$ cat config.mk
export PLATFORM = sky130hd
export DESIGN_NAME = trigger_sequencer_fsm
export DESIGN_NICKNAME = d
export VERILOG_FILES = /design/src/inc/trig_seq_pkg.sv /design/src/rtl/probe_comparator.sv /design/src/rtl/trigger_sequencer_fsm.sv
export VERILOG_INCLUDE_DIRS = /design/src /design/src/inc
export SDC_FILE = /design/constraint.sdc
export NUM_CORES = 2
export LEC_CHECK = 0
export BUFFER_PORTS_ARGS = -buffer_cell sky130_fd_sc_hd__buf_2
export CAP_MARGIN = 30
export CORE_MARGIN = 3
export CORE_UTILIZATION = 38
export DETAILED_ROUTE_END_ITERATION = 10
export GPL_TIMING_DRIVEN = 0
export SLEW_MARGIN = 40
export SYNTH_ARGS = -nofsm -noshare
export SYNTH_HDL_FRONTEND = slang
export SYNTH_SLANG_ARGS = --single-unit
$ cat constraint.sdc
create_clock -name sys_clk -period 8.8 [get_ports sys_clk]
set_input_delay 0.88 -clock sys_clk [delete_from_list [all_inputs] [get_ports sys_clk]]
set_output_delay 0.88 -clock sys_clk [all_outputs]
set_load 0.03 [all_outputs]
$ cat src/inc/trig_seq_cfg.svh
// constants for the trigger sequencer: sizes, widths and reset values
// assumes inclusion by bare name from the package and the design files
`ifndef TRIG_SEQ_CFG_SVH
`define TRIG_SEQ_CFG_SVH

`define SEQ_STATES      16
`define STATE_IDX_W     4
`define NUM_COUNTERS    4
`define COUNTER_W       16
`define NUM_FLAGS       4
`define MAX_CMP         16
`define PROBE_W_DEF     32
`define CMP_DEF         4
`define COUNTER_RESET   16'h0000
`define COUNTER_STEP    16'h0001
`define FLAGS_RESET     4'h0
`define FIRST_STATE     4'h0

`endif

$ cat src/inc/trig_seq_pkg.sv
// types shared by the trigger sequencer and its probe comparators
// assumes trig_seq_cfg.svh is on the include path
`include "trig_seq_cfg.svh"

package trig_seq_pkg;

    // branch form of one program state
    typedef enum logic [1:0] {
        BR_ONE,
        BR_TWO,
        BR_THREE
    } branch_t;

    // probe comparator operations; edge ops look at probe bit 0
    typedef enum logic [3:0] {
        OP_EQ,
        OP_NE,
        OP_GT,
        OP_LT,
        OP_GE,
        OP_LE,
        OP_RISE,
        OP_FALL,
        OP_ANY_EDGE,
        OP_NO_EDGE
    } cmp_op_t;

    // counter comparator supports equality and inequality
    typedef enum logic {
        CNT_EQ,
        CNT_NE
    } cnt_op_t;

    // sequencer run mode
    typedef enum logic [1:0] {
        SEQ_IDLE,
        SEQ_RUN,
        SEQ_DONE
    } seq_mode_t;

    typedef struct packed {
        cnt_op_t                op;
        logic [`COUNTER_W-1:0]  value;
    } counter_cmp_t;

    // one branch condition: probe comparator group and optional counter
    typedef struct packed {
        logic [`MAX_CMP-1:0]      probe_mask;
        logic                     probe_and;
        logic                     cnt_use;
        logic [1:0]               cnt_sel;
        logic                     cnt_and;
    } condition_t;

    // one action block: flag and counter actions, then goto or trigger
    typedef struct packed {
        logic                     fire;
        logic [`STATE_IDX_W-1:0]  goto_state;
        logic [`NUM_FLAGS-1:0]    flag_set;
        logic [`NUM_FLAGS-1:0]    flag_clear;
        logic [`NUM_COUNTERS-1:0] cnt_inc;
        logic [`NUM_COUNTERS-1:0] cnt_clr;
    } action_block_t;

    typedef struct packed {
        branch_t                  kind;
        condition_t               cond_first;
        condition_t               cond_second;
        action_block_t            act_first;
        action_block_t            act_second;
        action_block_t            act_default;
    } state_body_t;

endpackage

$ cat src/rtl/probe_comparator.sv
// one trigger comparator on the probe port
// assumes the probe comes from user logic on sys_clk, so no synchroniser
`timescale 1ns/1ps
`include "trig_seq_cfg.svh"

module probe_comparator
    import trig_seq_pkg::*;
#(
    parameter int PROBE_W = `PROBE_W_DEF
) (
    input  wire logic               sys_clk,  // sampling clock
    input  wire logic               rst,      // sync reset, high
    input  wire logic [PROBE_W-1:0] probe,    // probed user signals
    input  wire cmp_op_t            op,       // comparison operation
    input  wire logic [PROBE_W-1:0] value,    // compare constant
    input  wire logic [PROBE_W-1:0] care,     // 0 bits are don't care, EQ/NE only
    output logic                    match     // comparison result
);

    logic prev_bit;
    logic next_prev_bit;
    logic [PROBE_W-1:0] masked_probe;
    logic [PROBE_W-1:0] masked_value;

    // previous sample of bit 0 for edge matching
    always_comb begin
        next_prev_bit = probe[0];
    end

    always_ff @(posedge sys_clk) begin
        if (rst) begin
            prev_bit <= 1'b0;
        end else begin
            prev_bit <= next_prev_bit;
        end
    end

    assign masked_probe = probe & care;
    assign masked_value = value & care;

    always_comb begin
        case (op)
            OP_EQ:       match = (masked_probe == masked_value);
            OP_NE:       match = (masked_probe != masked_value);
            OP_GT:       match = (probe > value);
            OP_LT:       match = (probe < value);
            OP_GE:       match = (probe >= value);
            OP_LE:       match = (probe <= value);
            OP_RISE:     match = ~prev_bit & probe[0];
            OP_FALL:     match = prev_bit & ~probe[0];
            OP_ANY_EDGE: match = prev_bit ^ probe[0];
            OP_NO_EDGE:  match = ~(prev_bit ^ probe[0]);
            default:     match = 1'b0;
        endcase
    end

endmodule

$ cat src/rtl/trigger_sequencer_fsm.sv
// programmable trigger sequencer of the embedded logic analyser core
// assumes the host loads program and compare settings while not running
// and that probes come from user logic clocked by sys_clk
//
// Operation
// - program holds up to sixteen states
// - branch form chosen per state
// - one-way goes straight to successor
// - two-way picks first or alternative
// - three-way, first condition beats second
// - goto makes named state active next
// - trigger action asserts capture trigger
// - four sixteen-bit event counters
// - counters clear, count up, feed conditions
// - four progress flags visible to host
// - flags set, cleared, otherwise held
// - one equality or inequality comparator per counter
// - one to sixteen probe comparators
// - magnitude, equality and edge probe compares
`timescale 1ns/1ps
`include "trig_seq_cfg.svh"

module trigger_sequencer_fsm
    import trig_seq_pkg::*;
#(
    parameter int PROBE_W = `PROBE_W_DEF,
    parameter int NUM_CMP = `CMP_DEF
) (
    input  wire logic                      sys_clk,            // sampling clock
    input  wire logic                      rst,                // sync reset, high
    input  wire logic [PROBE_W-1:0]        probe,              // probed user signals
    input  wire logic                      prog_we,            // program word write
    input  wire logic [`STATE_IDX_W-1:0]   prog_addr,          // state being written
    input  wire state_body_t               prog_word,          // state body
    input  wire cmp_op_t                   cmp_op [NUM_CMP],   // probe comparator ops
    input  wire logic [PROBE_W-1:0]        cmp_value [NUM_CMP], // probe constants
    input  wire logic [PROBE_W-1:0]        cmp_care [NUM_CMP], // probe care masks
    input  wire counter_cmp_t              cnt_cmp [`NUM_COUNTERS], // counter compares
    input  wire logic                      arm,                // start request pulse
    input  wire logic                      disarm,             // stop request pulse
    output logic                           running,            // sequencer active
    output logic                           trigger_out,        // capture trigger pulse
    output logic                           triggered,          // trigger has fired
    output logic [`STATE_IDX_W-1:0]        active_state,       // current program state
    output logic                           progress_marker_zero,  // flag 0
    output logic                           progress_marker_one,   // flag 1
    output logic                           progress_marker_two,   // flag 2
    output logic                           progress_marker_three, // flag 3
    output logic [`COUNTER_W-1:0]          event_count_zero,   // counter 0
    output logic [`COUNTER_W-1:0]          event_count_one,    // counter 1
    output logic [`COUNTER_W-1:0]          event_count_two,    // counter 2
    output logic [`COUNTER_W-1:0]          event_count_three   // counter 3
);

    // program memory and sequencer state
    state_body_t                prog [`SEQ_STATES];
    state_body_t                next_prog [`SEQ_STATES];
    seq_mode_t                  mode;
    seq_mode_t                  next_mode;
    logic [`STATE_IDX_W-1:0]    cur_state;
    logic [`STATE_IDX_W-1:0]    next_cur_state;
    logic [`COUNTER_W-1:0]      cnt [`NUM_COUNTERS];
    logic [`COUNTER_W-1:0]      next_cnt [`NUM_COUNTERS];
    logic [`NUM_FLAGS-1:0]      flags;
    logic [`NUM_FLAGS-1:0]      next_flags;
    logic                       trig_pulse;
    logic                       next_trig_pulse;
    logic                       trig_seen;
    logic                       next_trig_seen;

    // evaluation wires
    logic [`MAX_CMP-1:0]        probe_match;
    logic [`NUM_COUNTERS-1:0]   cnt_match;
    state_body_t                body;
    logic                       first_true;
    logic                       second_true;
    action_block_t              act;

    // combine the probe group and the counter term of one condition;
    // an empty condition counts as true so a blank program still steps
    function automatic logic cond_eval(
        input condition_t               c,
        input logic [`MAX_CMP-1:0]      pm,
        input logic [`NUM_COUNTERS-1:0] cm
    );
        logic probe_term;
        logic cnt_term;
        logic has_probe;
        begin
            has_probe  = |c.probe_mask;
            probe_term = c.probe_and ? &(pm | ~c.probe_mask)
                                     : |(pm & c.probe_mask);
            cnt_term   = cm[c.cnt_sel];
            if (has_probe && c.cnt_use) begin
                cond_eval = c.cnt_and ? (probe_term & cnt_term)
                                      : (probe_term | cnt_term);
            end else if (has_probe) begin
                cond_eval = probe_term;
            end else if (c.cnt_use) begin
                cond_eval = cnt_term;
            end else begin
                cond_eval = 1'b1;
            end
        end
    endfunction

    genvar g;
    generate
        for (g = 0; g < `MAX_CMP; g = g + 1) begin : gen_cmp
            if (g < NUM_CMP) begin : gen_used
                probe_comparator #(
                    .PROBE_W (PROBE_W)
                ) u_cmp (
                    .sys_clk (sys_clk),
                    .rst     (rst),
                    .probe   (probe),
                    .op      (cmp_op[g]),
                    .value   (cmp_value[g]),
                    .care    (cmp_care[g]),
                    .match   (probe_match[g])
                );
            end else begin : gen_absent
                // a mask bit for an absent comparator never matches
                assign probe_match[g] = 1'b0;
            end
        end
    endgenerate

    always_comb begin
        for (int i = 0; i < `NUM_COUNTERS; i++) begin
            if (cnt_cmp[i].op == CNT_EQ) begin
                cnt_match[i] = (cnt[i] == cnt_cmp[i].value);
            end else begin
                cnt_match[i] = (cnt[i] != cnt_cmp[i].value);
            end
        end
    end

    always_comb begin
        for (int i = 0; i < `SEQ_STATES; i++) begin
            next_prog[i] = prog[i];
        end
        if (prog_we && (mode != SEQ_RUN)) begin
            next_prog[prog_addr] = prog_word;
        end
    end

    always_ff @(posedge sys_clk) begin
        if (rst) begin
            for (int i = 0; i < `SEQ_STATES; i++) begin
                prog[i] <= '0;
            end
        end else begin
            for (int i = 0; i < `SEQ_STATES; i++) begin
                prog[i] <= next_prog[i];
            end
        end
    end

    // conditions use counter values from before this cycle's actions
    assign body        = prog[cur_state];
    assign first_true  = cond_eval(body.cond_first, probe_match, cnt_match);
    assign second_true = cond_eval(body.cond_second, probe_match, cnt_match);

    always_comb begin
        case (body.kind)
            BR_ONE: begin
                act = body.act_first;
            end
            BR_TWO: begin
                act = first_true ? body.act_first : body.act_default;
            end
            BR_THREE: begin
                if (first_true) begin
                    act = body.act_first;
                end else if (second_true) begin
                    act = body.act_second;
                end else begin
                    act = body.act_default;
                end
            end
            default: begin
                act = body.act_default;
            end
        endcase
    end

    // sequencer step: arm, run one state per clock, stop on trigger
    always_comb begin
        next_mode       = mode;
        next_cur_state  = cur_state;
        next_flags      = flags;
        next_trig_pulse = 1'b0;
        next_trig_seen  = trig_seen;
        for (int i = 0; i < `NUM_COUNTERS; i++) begin
            next_cnt[i] = cnt[i];
        end
        case (mode)
            SEQ_IDLE,
            SEQ_DONE: begin
                if (arm) begin
                    next_mode      = SEQ_RUN;
                    next_cur_state = `FIRST_STATE;
                    next_flags     = `FLAGS_RESET;
                    next_trig_seen = 1'b0;
                    for (int i = 0; i < `NUM_COUNTERS; i++) begin
                        next_cnt[i] = `COUNTER_RESET;
                    end
                end
            end
            SEQ_RUN: begin
                if (disarm) begin
                    next_mode = SEQ_IDLE;
                end else begin
                    for (int i = 0; i < `NUM_COUNTERS; i++) begin
                        if (act.cnt_clr[i]) begin
                            next_cnt[i] = `COUNTER_RESET;
                        end else if (act.cnt_inc[i]) begin
                            next_cnt[i] = cnt[i] + `COUNTER_STEP;
                        end
                    end
                    next_flags = (flags & ~act.flag_clear) | act.flag_set;
                    if (act.fire) begin
                        next_trig_pulse = 1'b1;
                        next_trig_seen  = 1'b1;
                        next_mode       = SEQ_DONE;
                    end else begin
                        next_cur_state = act.goto_state;
                    end
                end
            end
            default: begin
                next_mode = SEQ_IDLE;
            end
        endcase
    end

    always_ff @(posedge sys_clk) begin
        if (rst) begin
            mode        <= SEQ_IDLE;
            cur_state   <= `FIRST_STATE;
            flags       <= `FLAGS_RESET;
            trig_pulse  <= 1'b0;
            trig_seen   <= 1'b0;
            for (int i = 0; i < `NUM_COUNTERS; i++) begin
                cnt[i] <= `COUNTER_RESET;
            end
        end else begin
            mode        <= next_mode;
            cur_state   <= next_cur_state;
            flags       <= next_flags;
            trig_pulse  <= next_trig_pulse;
            trig_seen   <= next_trig_seen;
            for (int i = 0; i < `NUM_COUNTERS; i++) begin
                cnt[i] <= next_cnt[i];
            end
        end
    end

    // status toward the host from flip-flops; running is decoded from the mode register
    assign running      = (mode == SEQ_RUN);
    assign trigger_out  = trig_pulse;
    assign triggered    = trig_seen;
    assign active_state = cur_state;

    assign progress_marker_zero  = flags[0];
    assign progress_marker_one   = flags[1];
    assign progress_marker_two   = flags[2];
    assign progress_marker_three = flags[3];

    assign event_count_zero  = cnt[0];
    assign event_count_one   = cnt[1];
    assign event_count_two   = cnt[2];
    assign event_count_three = cnt[3];

endmodule

After elaboration in Yosys (flattened, before gate mapping)
Memory sizes are Yosys's and may differ from the RTL's. A register that Yosys moved wholly into a read port is not among the register bits.
Cells that the tools add are included.
- add/sub/neg operators: 4
- $lt $le $gt $ge: 20
- equality and inequality tests: 62
- multiplexer cells: 81
- bitwise logic cells: 49
- reduce and logical (&&, ||, !) cells: 23
- operators by type and width (operator ; count):
    107-bit 2-to-1 mux ; 17
    1712-bit bitwise mux ; 1
    1712-bit 2-to-1 mux ; 1
    107-bit demux with 4-bit select ; 1
    32-bit bitwise AND ; 8
    16-bit 2-to-1 mux ; 12
    32-bit equality test ; 4
    32-bit greater-or-equal comparator ; 4
    32-bit > comparator ; 4
    32-bit less-or-equal comparator ; 4
    32-bit < comparator ; 4
    64-bit 2-to-1 mux ; 2
    32-bit inequality test ; 4
    64-bit one-hot mux with 2 select lines ; 1
    16-bit by 1-bit adder with 16-bit output, second input constant ; 4
    16-bit equality test ; 4
    4-bit by 3-bit equality test with 1-bit output, second input constant ; 16
    16-bit inequality test ; 4
    16-bit OR reduction ; 4
    21-bit 2-to-1 mux ; 3
    21-bit one-hot mux with 3 select lines ; 1
    1-bit one-hot mux with 10 select lines ; 4
    4-bit by 16-bit bitwise AND with 16-bit output ; 2
    4-bit by 2-bit equality test with 1-bit output, second input constant ; 8
    37 further kinds ; 122
- flip-flop bits (word level): 13
- bits in writable memories: 1776
- output and inout bits: 75
- memories kept: 2
- memories (memory ; depth ; width ; read ports ; clocked after memory_dff ; wr ports ; line ; RTL):
    prog ; 16 ; 107 ; 17 ; 1 ; 16 ; trigger_sequencer_fsm.sv:56 ; state_body_t prog [`SEQ_STATES];
    cnt ; 4 ; 16 ; 4 ; 0 ; 4 ; trigger_sequencer_fsm.sv:62 ; logic [`COUNTER_W-1:0] cnt [`NUM_COUNTERS];

Logic depth before layout (Yosys ltp)
- depth in word-level cells: 17
- depth in mapped cells: 20
- gate-level depth less buffers: 15

Modules after synthesis
A second synthesis with hierarchy kept.
- cell total of the unflattened synthesis: 9990
- area total of the unflattened synthesis: 82066.2 sq um
- modules (own cells, without submodules) (module ; instances ; cells an instance ; area an instance (sq um) ; seq. area each (sq um)):
    trigger_sequencer_fsm ; 1 ; 9246 ; 76320.7 ; 35874.4
    probe_comparator ; 4 ; 186 ; 1436.4 ; 20.0

Least setup slack after synthesis
Ideal clock, no wire load.
- path type: input -> register
- from: input port probe[0]
- to: memory cnt[1][11] (netlist name)
- data arrival time: 4.726 ns
- slack: 3.952 ns
- cell stages on the path: 18
- path through: clkbuf_1 inv_1 ha_1 nand4_1 nor3_1 a31oi_1 a2111oi_0 a31oi_1 and4_1 and2_1 o311a_2 a2111oi_2 nor2_1 or3_1 buf_4 and3_4 buf_6 a221o_1
- RTL lines (what ; line ; RTL):
    start, declared ; trigger_sequencer_fsm.sv:31 ; input wire logic [PROBE_W-1:0] probe,
    end, declared ; trigger_sequencer_fsm.sv:62 ;

==> results_dict.tcl <==
set metrics [dict create \
    slowest_delay_ns 0.74 \
    postSynth.asyncResetShare_pct 0 \
    maxSlewViolCount 0 \
    cp.buffers_inverters 13 \
    synth_cell_types 93 \
    hold_class "in -> reg" \
    synth.cell_area_sq_um 81500 \
    totalPowerFinal_uw 17900 \
    placed_cells 13300 \
    crit_slowest_cell "buf_2" \
    synth-edff-count 0 \
    layout_min_cycle_time_ns 8.23 \
    min_delay_path_depth 3 \
    drc 0 \
    cts_tree "yes" \
    grt_setup_unrepaired "no" \
    io_buffer_count 452 \
    fillCellCount 21000 \
    ctsHoldBuffers 0 \
    synth_ff_type "dfxtp_1" \
    fin_worst_hold_slack_ns 0.390 \
    crit_path_start_kind "flop" \
    final_antenna_net_count 0 \
    worstHoldEndpoint "prog[9][106]$_SDFFE_PP0P_" \
    place.gp.congestion 0.983 \
    synth_cells 9953 \
    final_cell_count_no_fill 13700 \
    clock_path_buffers 3 \
    path_delay_family "buffers and inverters" \
    post-route-worst-setup-slack_ns 0.568 \
    cts_max_level 4 \
    timing.hold.worst.start "prog_word[106]" \
    skew_ns 0.0373 \
    worstRegToRegCells 18 \
    rrSetupSlack_ns 0.57 \
    num-nets-final 11300 \
    ys_warn_count 0 \
    clock-sinks 1793 \
    setup_viol 0 \
    cts_inserted_buffers 186 \
    drt_first_pass_iters 8 \
    floorplan.die_area_sq_um 220000 \
    timing_hold_violations_final 0 \
    drive_above_1_share_pct 13.3 \
    ys_seq_area_share_pct 44.0 \
    number_of_global_route_vias_before_repair 74500 \
    grt.overflow.total 0 \
    grt_max_degree 17 \
    run_status "finished clean" \
    cts_root_buf "clkbuf_16" \
    cap_viol_max_count 0 \
    power-per-cell-area_nw_per_um2 189 \
    synthesized_area_per_cell_sq_um 8.19 \
    syn-num-nets 10600 \
    flow.area_growth_from_synthesis_pct 16.6 \
    pre_cts_slack_ns 0.963 \
    clk_pin_slew_ns 0.07 \
    max_clock_freq_ghz 0.121 \
    dr_total_vias 80400 \
    worst-path-max-fanout 11 \
    num_rows 169 \
    worst-endpoint-required_ns 9.49 \
    place.detailed.hpwl_microns 296000 \
    critPathMostFrequentCell "buf_4" \
    min_period_over_period_pct 93.5 \
    grt_antenna_before_repair 92 \
    worst_slew_pin_slew_ns 0.973 \
    slew-limit-headroom_pct 34.9 \
    routedWlPerCell_microns 28.9 \
    power.leakage_uw 0.0320 \
    post_cts.repair.setup_buffers 0 \
    endpoint_kind "flop" \
    critPathKind "reg -> reg" \
    initial_core_util_pct 38.3 \
    vdd.ir_drop.worst_mv 0.192 \
    timing.critical_path.depth 18 \
    drt_wl_total_microns 396000 \
    first_pass_grt_wire_length_microns 548000 \
    cts_repair_resize_count 0 \
    die_h_microns 469 \
    worstSkewPairLatency_ns 0.86 \
    die-width_microns 469 \
    core_area_sq_um 213000 \
    gr-usage-all-layers_pct 34.4 \
    num_io_pins 563 \
    finish.utilization_pct 44.7 \
    post_drt_via_cell_ratio 5.87 \
    drt_first_iter_violations 9856 \
    crit_path_cell_trace "buf_4 -> buf_6 -> buf_6 -> buf_6 -> buf_6 -> buf_4 -> buf_4 -> buf_2 -> buf_2 -> buf_4 -> buf_4 -> buf_2 -> buf_2 -> mux4_2 -> mux4_2 -> nor2b_1 -> o31ai_1 -> mux2i_1" \
    crit_arrival_ns 8.92 \
    synth-seq-cells 1793 \
]
[where the power goes]
group          internal, uW  switching, uW
Sequential             8200           46.6
Combinational           392           1050
Clock                  4770           3490
Total                 13400           4590
[state kept, by name (all words and copies together) (netlist names), named ones only]
register,count
active_state,4
cnt,64
flags,4
gen_cmp.gen_used.u_cmp.prev_bit,1
mode,2
prog,1712
trigger_out,1
triggered,1
[cells by family (layout without fill, tap and decap cells)]
family,count (synthesis),in the layout,share of synthesized area [%]
other,0,90,0
XOR/XNOR,212,212,2.28
adder cells (fa/ha/maj),135,135,2.07
AND/OR/NAND/NOR,4142,4142,20.4
multiplexers,435,435,11.5
flip-flops,1793,1793,44.0
buffers and inverters,1088,1920,5.29
AO/OA/AOI/OAI,2148,2148,14.4
[synthesized netlist by cell type, drive strengths merged (18+ instances only)]
library cell,count,area [sq um]
inv,182,683
and3,18,118
a221o,25,250
or3,30,188
xnor2,77,674
nand3,53,265
xor2,135,1180
a21oi,1801,9010
nor4,84,538
nand2b,22,138
nand4,100,626
a31oi,23,144
o21ai,43,219
nor2,121,457
buf,102,611
mux2i,25,250
clkbuf,803,3010
nor3,78,395
ha,134,1680
nand2,3566,13400
a22oi,88,661
dfxtp,1793,35900
mux4,404,9100
[routing by layer]
layer | share of wire [%] | vias up | track usage, %
li1 | - | 35200 | -
met1 | 37 | 38900 | 41.2
met2 | 44 | 5201 | 52.4
met3 | 11 | 1136 | 10.5
met4 | 8.0 | 34 | 24.6
met5 | 0.058 | - | 0
[placed cells by master, fill, tap and decap left out, types with 74 or more instances in the layout]
cell / instances
clkbuf_1: 777
mux4_2: 404
a22oi_1: 88
ha_1: 134
nand2_1: 3560
inv_1: 181
nand4_1: 100
dfxtp_1: 1793
nor4_1: 74
diode_2: 90
nor2_1: 106
xor2_1: 135
buf_2: 514
clkbuf_16: 191
a21oi_1: 1800
[per-stage QoR]
step,TNS (ns),area (sq um)
finish,0,95100
detailed placement,0,88500
global placement,-0.0682,87300
CTS,0,94800
global route,0,94900
floorplan,0,81500
[layout make-up]
class	instances	area, sq um	share of cell area (%)
multi-input combinational	7072	41600	43.8
inverter	183	687	0.723
tap	2821	3530	3.71
timing repair buffer	496	3090	3.25
buffer	905	3730	3.92
sequential	1793	35900	37.8
antenna	90	225	0.237
clock buffer	279	5600	5.89
clock inverter	57	694	0.730
[how the worst max path moves through the flow]
stage / from / slack, ns / endpoint
after CTS: flop / 0.98 / flop
after detailed placement: flop / 0.96 / flop
after global routing: flop / 0.75 / flop
after floorplan: probe[0] / 3.95 / cnt[1][11]$_SDFFE_PP0P_
after global placement: flop / -0.03 / flop
final: flop / 0.57 / flop
[tightest hold or removal path, delay by kind of cell]
kind                   cells  cell delay, ns
AO/OA/AOI/OAI              1            0.06
AND/OR/NAND/NOR            1            0.09
buffers and inverters      1            0.16
Note: power is estimated with default switching activity, not from simulation.
